===== src/pkg/rtcb_pkg.sv =====
// Purpose: constants and types shared by the real-time counter register bank
// Assumes: register index n sits at byte address 4*n on the apb bus
// Notes:   one clock only; the rtc clock arrives as a sampled pin
`default_nettype none

package rtcb_pkg;

    // register indices (byte address is four times the index)
    localparam logic [3:0] IDX_CTRL     = 4'h0;
    localparam logic [3:0] IDX_SYNC     = 4'h1;
    localparam logic [3:0] IDX_LEVEL    = 4'h2;
    localparam logic [3:0] IDX_FLAGS    = 4'h3;
    localparam logic [3:0] IDX_LATCH    = 4'h4;
    localparam logic [3:0] IDX_DRIFT_CORRECTION    = 4'h6;
    localparam logic [3:0] IDX_CNT_LO   = 4'h8;
    localparam logic [3:0] IDX_CNT_HI   = 4'h9;
    localparam logic [3:0] IDX_TOP_LO   = 4'ha;
    localparam logic [3:0] IDX_TOP_HI   = 4'hb;
    localparam logic [3:0] IDX_MATCH_LO = 4'hc;
    localparam logic [3:0] IDX_MATCH_HI = 4'hd;
    localparam logic [3:0] IDX_MASK     = 4'he;

    // field positions
    localparam int CTRL_CORR_BIT  = 3;
    localparam int DRIFT_CORRECTION_SIGN_BIT = 7;
    localparam int FLAG_WRAP      = 0;
    localparam int FLAG_MATCH     = 1;
    localparam int SYNC_BUSY_BIT  = 0;

    // reset values and codes
    localparam logic [7:0]  RST_BYTE  = 8'h00;
    localparam logic [15:0] RST_WORD  = 16'h0000;
    localparam logic [2:0]  PRE_OFF   = 3'h0;
    localparam logic [7:0]  VEC_WRAP  = 8'h00;
    localparam logic [7:0]  VEC_MATCH = 8'h02;

    // timing: correction interval is 2**20 rtc cycles (about one million)
    localparam int CORR_BITS       = 20;
    localparam int SYNC_RTC_CYCLES = 2;

    // write crossing sequencer
    typedef enum logic [2:0] {
        SYNC_IDLE  = 3'b001,
        SYNC_ARMED = 3'b010,
        SYNC_HALF  = 3'b100
    } rtcb_sync_type;

endpackage

`default_nettype wire


===== src/core/rtcb_core.sv =====
// Purpose: 16-bit real-time counter with prescaler, drift correction and apb registers
// Assumes: rtc clock pin is much slower than pclk; zero-wait apb slave
// Notes:   rtc edges are sampled, so the rtc domain is an enable, not a clock
`default_nettype none

module rtcb_core
    import rtcb_pkg::*;
(
    // clock and reset
    input  wire logic        pclk,
    input  wire logic        presetn,
    // apb slave
    input  wire logic        psel,
    input  wire logic        penable,
    input  wire logic        pwrite,
    input  wire logic [7:0]  paddr,
    input  wire logic [31:0] pwdata,
    output logic      [31:0] prdata,
    output logic             pready,
    // rtc clock pin
    input  wire logic        rtc_clk_pin,
    // interrupt controller
    input  wire logic        wrap_vector_ack,
    input  wire logic        match_vector_ack,
    output logic             wrap_irq_req,
    output logic             match_irq_req,
    output logic      [1:0]  wrap_irq_level,
    output logic      [1:0]  match_irq_level,
    output logic      [7:0]  irq_vector,
    output logic             irq,
    // events
    output logic             wrap_event,
    output logic             match_event
);

    typedef struct packed {
        logic [2:0]    rsync;
        logic          rlev;
        logic [9:0]    presc;
        logic [19:0]   acc;
        logic [19:0]   ivl;
        logic          corr_act;
        logic [3:0]    ctrl;
        logic [15:0]   cnt;
        logic [15:0]   top;
        logic [15:0]   match;
        logic [3:0]    st_ctrl;
        logic [15:0]   st_cnt;
        logic [15:0]   st_top;
        logic [15:0]   st_match;
        logic [3:0]    pend;
        rtcb_sync_type sync;
        logic [7:0]    latch;
        logic [7:0]    drift_correction;
        logic [3:0]    ilvl;
        logic [1:0]    flags;
        logic [1:0]    mask;
        logic [31:0]   prdata;
        logic          pready;
        logic          irq;
        logic          wrap_req;
        logic          match_req;
        logic [7:0]    vec;
        logic          wrap_evt;
        logic          match_evt;
    } rtcb_state_type;

    rtcb_state_type r;
    rtcb_state_type n;

    logic        rtc_tick;
    logic        corr_slot;
    logic        cnt_tick;
    logic        wrap_hit;
    logic        match_hit;
    logic        sync_apply;
    logic        mapped;
    logic        rd_setup;
    logic        wr_edge;
    logic [3:0]  idx;
    logic [3:0]  shift;
    logic [1:0]  inc;
    logic [1:0]  clr;
    logic [7:0]  rd_byte;
    logic [7:0]  wd;
    logic [10:0] psum;
    logic [20:0] corr_sum;
    logic [15:0] top_view;
    logic [15:0] match_view;

    function automatic logic [3:0] div_shift(input logic [2:0] code);
        case (code)
            3'h1:    div_shift = 4'h0;
            3'h2:    div_shift = 4'h1;
            3'h3:    div_shift = 4'h3;
            3'h4:    div_shift = 4'h4;
            3'h5:    div_shift = 4'h6;
            3'h6:    div_shift = 4'h8;
            3'h7:    div_shift = 4'ha;
            default: div_shift = 4'h0;
        endcase
    endfunction

    always_comb begin
        n = r;
        // pin sampling: a level counts once the second and third stages agree
        n.rsync = {r.rsync[1:0], rtc_clk_pin};
        if (r.rsync[1] == r.rsync[2]) begin
            n.rlev = r.rsync[2];
        end
        rtc_tick = r.rsync[1] & r.rsync[2] & ~r.rlev;

        // drift correction: an accumulator spreads the corrections evenly
        corr_sum = {1'b0, r.acc} + {14'h0, r.drift_correction[6:0]};
        corr_slot = 1'b0;
        if (rtc_tick) begin
            if (r.corr_act) begin
                n.acc = corr_sum[19:0];
                corr_slot = corr_sum[CORR_BITS];
                n.ivl = r.ivl + 20'h1;
                if (&r.ivl) begin
                    n.corr_act = r.ctrl[CTRL_CORR_BIT];
                end
            end else if (r.ctrl[CTRL_CORR_BIT]) begin
                n.corr_act = 1'b1;
                n.acc = '0;
                n.ivl = '0;
            end
        end

        // prescaler; with divide-by-one an added cycle cannot be seen
        inc = 2'h1;
        if (corr_slot) begin
            inc = r.drift_correction[DRIFT_CORRECTION_SIGN_BIT] ? 2'h2 : 2'h0;
        end
        psum = {1'b0, r.presc} + {9'h0, inc};
        shift = div_shift(r.ctrl[2:0]);
        cnt_tick = 1'b0;
        if (rtc_tick && r.ctrl[2:0] != PRE_OFF) begin
            n.presc = psum[9:0];
            cnt_tick = (psum >> shift) != ({1'b0, r.presc} >> shift);
        end

        // counter and comparators
        wrap_hit = r.cnt == r.top;
        match_hit = (r.cnt == r.match) && (r.match <= r.top);
        n.wrap_evt = 1'b0;
        n.match_evt = 1'b0;
        if (cnt_tick) begin
            n.cnt = wrap_hit ? RST_WORD : r.cnt + 16'h1;
            n.wrap_evt = wrap_hit;
            n.match_evt = match_hit;
        end

        // write crossing: staged values land on the second rtc cycle
        sync_apply = 1'b0;
        case (r.sync)
            SYNC_IDLE: n.sync = SYNC_IDLE;
            SYNC_ARMED: begin
                if (rtc_tick) begin
                    n.sync = SYNC_HALF;
                end
            end
            SYNC_HALF: begin
                if (rtc_tick) begin
                    sync_apply = 1'b1;
                    n.sync = SYNC_IDLE;
                end
            end
            default: n.sync = SYNC_IDLE;
        endcase
        if (sync_apply) begin
            if (r.pend[0]) begin
                n.ctrl = r.st_ctrl;
            end
            if (r.pend[1]) begin
                n.cnt = r.st_cnt;
            end
            if (r.pend[2]) begin
                n.top = r.st_top;
            end
            if (r.pend[3]) begin
                n.match = r.st_match;
            end
            n.pend = '0;
        end

        // apb decode
        idx = paddr[5:2];
        mapped = paddr[7:6] == 2'h0;
        wd = pwdata[7:0];
        rd_setup = psel & ~penable & ~pwrite & mapped;
        wr_edge = psel & penable & r.pready & pwrite & mapped;
        top_view = r.pend[2] ? r.st_top : r.top;
        match_view = r.pend[3] ? r.st_match : r.match;
        n.pready = psel & ~penable;

        // reads; unmapped and reserved locations give zero
        rd_byte = RST_BYTE;
        case (idx)
            IDX_CTRL:     rd_byte = {4'h0, r.pend[0] ? r.st_ctrl : r.ctrl};
            IDX_SYNC:     rd_byte = {7'h0, |r.pend};
            IDX_LEVEL:    rd_byte = {4'h0, r.ilvl};
            IDX_FLAGS:    rd_byte = {6'h0, r.flags};
            IDX_LATCH:    rd_byte = r.latch;
            IDX_DRIFT_CORRECTION:    rd_byte = r.drift_correction;
            IDX_CNT_LO:   rd_byte = r.cnt[7:0];
            IDX_CNT_HI:   rd_byte = r.cnt[15:8];
            IDX_TOP_LO:   rd_byte = top_view[7:0];
            IDX_TOP_HI:   rd_byte = top_view[15:8];
            IDX_MATCH_LO: rd_byte = match_view[7:0];
            IDX_MATCH_HI: rd_byte = match_view[15:8];
            IDX_MASK:     rd_byte = {6'h0, r.mask};
            default:      rd_byte = RST_BYTE;
        endcase
        if (psel & ~penable) begin
            n.prdata = {24'h0, mapped ? rd_byte : RST_BYTE};
        end
        // high byte is caught together with the low byte so the pair is atomic
        if (rd_setup) begin
            case (idx)
                IDX_CNT_LO:   n.latch = r.cnt[15:8];
                IDX_TOP_LO:   n.latch = top_view[15:8];
                IDX_MATCH_LO: n.latch = match_view[15:8];
                default:      n.latch = r.latch;
            endcase
        end

        // writes take effect at the access edge; ctrl, count, top and match are only staged there
        clr = 2'h0;
        if (wr_edge) begin
            case (idx)
                IDX_CTRL: begin
                    n.st_ctrl = wd[3:0];
                    n.pend[0] = 1'b1;
                    n.sync = SYNC_ARMED;
                end
                IDX_LEVEL:    n.ilvl = wd[3:0];
                IDX_FLAGS:    clr = wd[1:0];
                IDX_LATCH:    n.latch = wd;
                IDX_DRIFT_CORRECTION:    n.drift_correction = wd;
                IDX_CNT_LO:   n.latch = wd;
                IDX_TOP_LO:   n.latch = wd;
                IDX_MATCH_LO: n.latch = wd;
                IDX_CNT_HI: begin
                    n.st_cnt = {wd, r.latch};
                    n.pend[1] = 1'b1;
                    n.sync = SYNC_ARMED;
                end
                IDX_TOP_HI: begin
                    n.st_top = {wd, r.latch};
                    n.pend[2] = 1'b1;
                    n.sync = SYNC_ARMED;
                end
                IDX_MATCH_HI: begin
                    n.st_match = {wd, r.latch};
                    n.pend[3] = 1'b1;
                    n.sync = SYNC_ARMED;
                end
                IDX_MASK:     n.mask = wd[1:0];
                default:      n.latch = r.latch;
            endcase
        end

        // sticky flags: a new event wins over a clear in the same cycle
        clr = clr | {match_vector_ack, wrap_vector_ack};
        n.flags = (r.flags & ~clr) | {n.match_evt, n.wrap_evt};
        n.wrap_req = n.flags[FLAG_WRAP] && n.ilvl[1:0] != 2'h0;
        n.match_req = n.flags[FLAG_MATCH] && n.ilvl[3:2] != 2'h0;
        n.irq = |(n.flags & n.mask);
        n.vec = VEC_WRAP;
        if (n.match_req && (!n.wrap_req || n.ilvl[3:2] > n.ilvl[1:0])) begin
            n.vec = VEC_MATCH;
        end
    end

    always_ff @(posedge pclk or negedge presetn) begin
        if (!presetn) begin
            r <= '0;
            r.sync <= SYNC_IDLE;
        end else begin
            r <= n;
        end
    end

    assign prdata          = r.prdata;
    assign pready          = r.pready;
    assign wrap_irq_req    = r.wrap_req;
    assign match_irq_req   = r.match_req;
    assign wrap_irq_level  = r.ilvl[1:0];
    assign match_irq_level = r.ilvl[3:2];
    assign irq_vector      = r.vec;
    assign irq             = r.irq;
    assign wrap_event      = r.wrap_evt;
    assign match_event     = r.match_evt;
endmodule

`default_nettype wire


===== config.mk =====
export PLATFORM = sky130hd
export DESIGN_NAME = rtcb_core
export DESIGN_NICKNAME = d
export VERILOG_FILES = /design/src/pkg/rtcb_pkg.sv /design/src/core/rtcb_core.sv
export SDC_FILE = /design/constraint.sdc
export NUM_CORES = 1
export LEC_CHECK = 0
export BUFFER_PORTS_ARGS = -buffer_cell sky130_fd_sc_hd__buf_4
export CAP_MARGIN = 10
export CORE_MARGIN = 2
export CORE_UTILIZATION = 50
export CTS_BUF_LIST = sky130_fd_sc_hd__clkbuf_4 sky130_fd_sc_hd__clkbuf_8
export DETAILED_ROUTE_END_ITERATION = 8
export GPL_TIMING_DRIVEN = 0
export PLACE_DENSITY_LB_ADDON = 0.25
export SYNTH_ARGS = -nofsm -noshare
export SYNTH_HDL_FRONTEND = slang
export SYNTH_SLANG_ARGS = --single-unit

===== constraint.sdc =====
create_clock -name pclk -period 6.3 [get_ports pclk]
set_input_delay 0.945 -clock pclk [delete_from_list [all_inputs] [get_ports pclk]]
set_output_delay 0.945 -clock pclk [all_outputs]
set_load 0.1 [all_outputs]

# After elaboration in Yosys (flattened, before gate mapping)
# Cells that the tools add are included.
# classes
shift	2
n_eq_ne	25
n_reduce_logical	25
n_bitwise	17
div_mod_pow	0
multipliers	0
order_cmp	2
add_sub_neg	4
n_mux	41
# op_table
cell	count
8-bit one-hot mux with 13 select lines	1
41-bit 2-to-1 mux	2
16-bit 2-to-1 mux	5
48-bit 2-to-1 mux	1
16-bit equality test	2
4-bit equality test (second input constant)	7
27-bit 2-to-1 mux	1
8-bit 2-to-1 mux	3
4-bit one-hot mux with 6 select lines	1
8-bit one-hot mux with 3 select lines	1
20-bit by 7-bit adder with 21-bit output	1
20-bit by 1-bit adder with 20-bit output (second input constant)	1
20-bit AND reduction	1
16-bit by 1-bit adder with 16-bit output (second input constant)	1
16-bit <= comparator	1
2-bit 2-to-1 mux	8
8-bit one-hot mux with 2 select lines	1
3-bit equality test (second input constant)	5
4-bit 2-to-1 mux	3
2-bit AND reduction	6
4-bit OR reduction	3
10-bit by 2-bit adder with 11-bit output	1
11-bit inequality test	1
10-bit by 4-bit >> shifter with 11-bit output	1
25 further kinds	58
# word_totals
n_memories	0
output_inout_bits	50
ff_bits	212
mem_bits_rw	0
inputBits	48
word_cells	145
latch_bits	0
romBits	0

# Depth between registers and ports, before layout
# logic_depth
ltp_word	15
mapped_depth	22

# Least setup slack after synthesis
# Ideal clock, no wire load.
# synth_path
path_type	register to register
from	register r[54] (netlist bit)
to	register r[169] (netlist bit)
slack_ps	1885
synth_period_minus_slack_ps	4415
arrival_ps	4280
n_path_buf	2
setup_time_ps	135
path_stages_with_launch	22
path_cell_list	dfrtp_1 > ha_1 > inv_1 > fa_1 > nor2b_1 > o21ai_0 > a21boi_0 > o21a_1 > o21ai_0 > a211o_1 > ha_1 > fa_1 > nand3_1 > xor2_1 > mux4_2 > xor2_1 > a21oi_1 > o21ai_2 > buf_6 > buf_2 > o211ai_1 > o211ai_1
# synth_lines
element	line_no	rtl
start, declared	rtcb_core.sv:68	rtcb_state_type r;
start signal, assigned	rtcb_core.sv:282	r <= n;

==> results.py <==
metrics = {
    "synth": {
        "synth_area_per_cell_um2": 10.1,
        "async_reset_ff_share_pct": 100,
        "synth_cell_types": 65,
        "synthCells": 1155,
        "synth.cell_area_um2": 11700,
        "ys_seq_elements": 205,
        "ys_seq_area_share_pct": 44.0,
        "synth_flop_cell": "dfrtp_1",
        "synth_enable_flop_cells": 0,
        "yosysWarnings": 0,
    },
    "clock_tree": {
        "cts_buffers": 38,
        "postCtsSetupBuffers": 0,
        "cts_tree": "yes",
        "clock-sinks": 205,
        "clock_path_buffers": 3,
        "cts_root_buffer": "clkbuf_8",
        "path_clk_slew_ps": 60,
        "cts-htree-levels": 2,
        "holdBufCountCts": 0,
        "cts_resized": 0,
        "clk_latency_ps": 530,
    },
    "sta": {
        "slew_violations": 0,
        "worstMarginPinSlew_ps": 1200,
        "fin_ws_ps": 952,
        "hold_violations": 0,
        "setup_viol": 0,
        "layout_min_cycle_time_ps": 5350,
        "clock_skew_ps": 18.1,
        "fmax_mhz": 187,
        "relSlewSlack_pct": 19.3,
        "rsz0062_at_grt": "no",
        "fin_tns_setup_ps": 0,
        "timing.final.crit_share_pct": 84.9,
    },
    "layout": {
        "nets": 1345,
        "area_growth_pct": 14.5,
        "drive_gt1_share_pct": 22.3,
        "final_cell_mix": "dfrtp_1 (204), mux2_2 (108), nand2_1 (95)",
        "layout_commonest_cell": "dfrtp_1",
        "instances_no_fill": 1605,
        "n_antenna_cell": 0,
        "fill_cells": 1970,
        "fin_util_pct": 58.6,
    },
    "power_and_ir_drop": {
        "leakage_uw": 0.00605,
        "internal_power_uw": 2210,
        "p_seq_share_pct": 45.7,
        "p_clk_share_pct": 47.2,
        "peakVddDrop_mv": 0.158,
        "power_density_nw_per_um2": 221,
        "comb_power_share_pct": 7.1,
        "power_uw": 2960,
        "switching_power_uw": 750,
        "swShare_pct": 25.4,
    },
    "placement": {
        "port_buffers": 38,
        "dp_slack_ps": 970,
        "gp_congestion": 0.989,
        "post-place-cells": 1538,
        "hpwl_mm": 22.9,
    },
    "critical_path": {
        "arrival_ps": 5740,
        "r2r-start": "r[54]$_DFFE_PN0P_",
        "path_cells": "ha_1, inv_1, fa_1, nor2b_1, o21ai_0, a21boi_0, o21a_1, o21ai_0, a211o_1, nor2_1, ha_1, a21oi_1, nor2_1, xnor2_1, mux4_2, xor2_1, a21oi_1, o21ai_2, nand2b_1, buf_2, o221ai_1",
        "startpoint_type": "flip-flop",
        "critical-path-top-delay-family": "compound AO/OA/AOI/OAI gates",
        "crit_path_max_incr_delay_ps": 470,
        "cp.required_ps": 6690,
        "critPathKind": "flip-flop to flip-flop",
        "rr_worst_depth": 21,
        "rrSetupSlack_ps": 950,
        "crit_slowest_cell": "mux4_2",
        "crit_buf_inv": 2,
        "endpoint_kind": "flip-flop",
        "r2r_end": "r[165]$_DFF_PN0_",
        "startpoint": "r[54]$_DFFE_PN0P_",
        "worstPathMaxFanout": 10,
    },
    "drt": {
        "ant_nets": 0,
        "wl_per_cell_um": 19.3,
        "drtIter0Drc": 728,
        "routed_wirelength_mm": 31.0,
        "vias": 9195,
        "drtPass1Iterations": 6,
        "vias_per_cell": 5.73,
        "route.detailed.drc": 0,
    },
    "min_path": {
        "hp-class": "flip-flop to flip-flop",
        "min_from": "n[234]$_DFF_PN0_",
        "hold_depth": 0,
        "min_to": "n[235]$_DFF_PN0_",
    },
    "global_route": {
        "grt_usage_pct": 25.8,
        "grt_start_max_net_pins": 114,
        "overflow": 0,
        "antenna_found_initial": 0,
        "grt_first_pass_wirelength_mm": 49.4,
        "grt_pass1_vias": 9009,
    },
    "status": {
        "status": "completed",
    },
    "floorplan": {
        "io-pin-count": 98,
        "core_area_um2": 22800,
        "die-area_um2": 24500,
        "initial_core_util_pct": 51.2,
        "placementRows": 55,
        "fp.dieH_um": 157,
        "fp.dieW_um": 157,
    },
    "flow_run": {
        "drv_cap": 0,
    },
}
-- through the flow --
stage / area (um2) / hold WS, ps
2_1_floorplan: 11800 / 331
3_3_place_gp: 12400 / 332
3_5_place_dp: 12500 / 336
4_1_cts: 13300 / 350
5_1_grt: 13300 / 358
6_report: 13300 / 346
-- how the worst max path moves through the flow --
stage	end	slack [ps]	cells after the start
2_1_floorplan	r[169]$_DFF_PN0_	1890	21
3_3_place_gp	r[165]$_DFF_PN0_	1050	20
3_5_place_dp	r[165]$_DFF_PN0_	970	21
4_1_cts	r[165]$_DFF_PN0_	920	21
5_1_grt	r[165]$_DFF_PN0_	570	21
6_report	r[165]$_DFF_PN0_	950	21
-- power groups by stage --
stage          Clock [uW]  Combinational, uW  Sequential, uW
3_3_place_gp            0                206            1370
4_1_cts              1420                210            1350
3_5_place_dp            0                209            1370
5_1_grt              1480                224            1350
2_1_floorplan           0                146            1370
6_report             1390                210            1350
-- worst reg2reg max path, delay by kind of cell (launching register included) --
kind,cells,cell delay (ps)
and+or+nand+nor,4,780
AOI/OAI and AO/OA,9,1960
DFF,1,430
adders and majority gates,3,900
xor gates and xnor gates,2,330
buffers and inverters,2,340
muxes,1,470
-- cells by family after synthesis --
kind of cell | Yosys count | share of synthesized area, %
flops | 205 | 44.0
fa+ha+maj | 32 | 3.56
other cells | 1 | 0.0322
compound gates | 217 | 12.8
simple gates | 340 | 14.3
xor+xnor | 76 | 5.71
buf+inv | 149 | 6.45
mux | 135 | 13.1
-- sequential cells by signal, indices dropped and copies added, names as in the netlist, 2 cells and up --
register         cells
n                    2
prdata               8
wrap_irq_level       2
match_irq_level      2
r                  184
-- metal layers --
layer / part of all wire [%] / GRT usage (%) / up-vias
met5: 0 / 0 / -
met4: 2.8 / 8.65 / 0
met3: 6.1 / 3.88 / 54
met2: 47 / 42.9 / 331
met1: 44 / 34.7 / 4492
li1: - / - / 4318
-- layout make-up --
class	count	area (um2)	share of cell area, %
Sequential cell	205	5130	38.5
Tap cell	313	392	2.93
Inverter	46	173	1.29
Clock inverter	7	68.8	0.516
Buffer	103	579	4.34
Multi-Input combinational cell	831	5900	44.2
Timing Repair Buffer	40	325	2.44
Clock buffer	60	776	5.81
-- synthesized netlist by cell type (all sizes together), types with 4 or more instances --
cell type	count	area share, %
a211oi	5	0.32
a21o	8	0.52
a21oi	40	1.7
a221oi	6	0.45
a22o	8	0.60
a22oi	22	1.5
a31oi	8	0.43
and2	6	0.32
and3	12	0.64
buf	55	3.4
clkbuf	48	1.5
dfrtp	204	44
ha	30	3.2
inv	46	1.5
mux2	108	10
mux2i	24	2.1
nand2	95	3.1
nand2b	14	0.75
nand3	29	1.3
nand3b	8	0.52
nand4	38	2.0
nor2	81	2.6
nor2b	8	0.43
nor3	21	0.90
o2111ai	6	0.45
o211ai	16	1.0
o21a	9	0.58
o21ai	45	2.0
o221a	9	0.87
o221ai	6	0.45
o22ai	8	0.43
o311ai	4	0.30
or3	11	0.59
xnor2	51	3.8
xor2	25	1.9
Note: power is estimated with default switching activity, not from simulation.
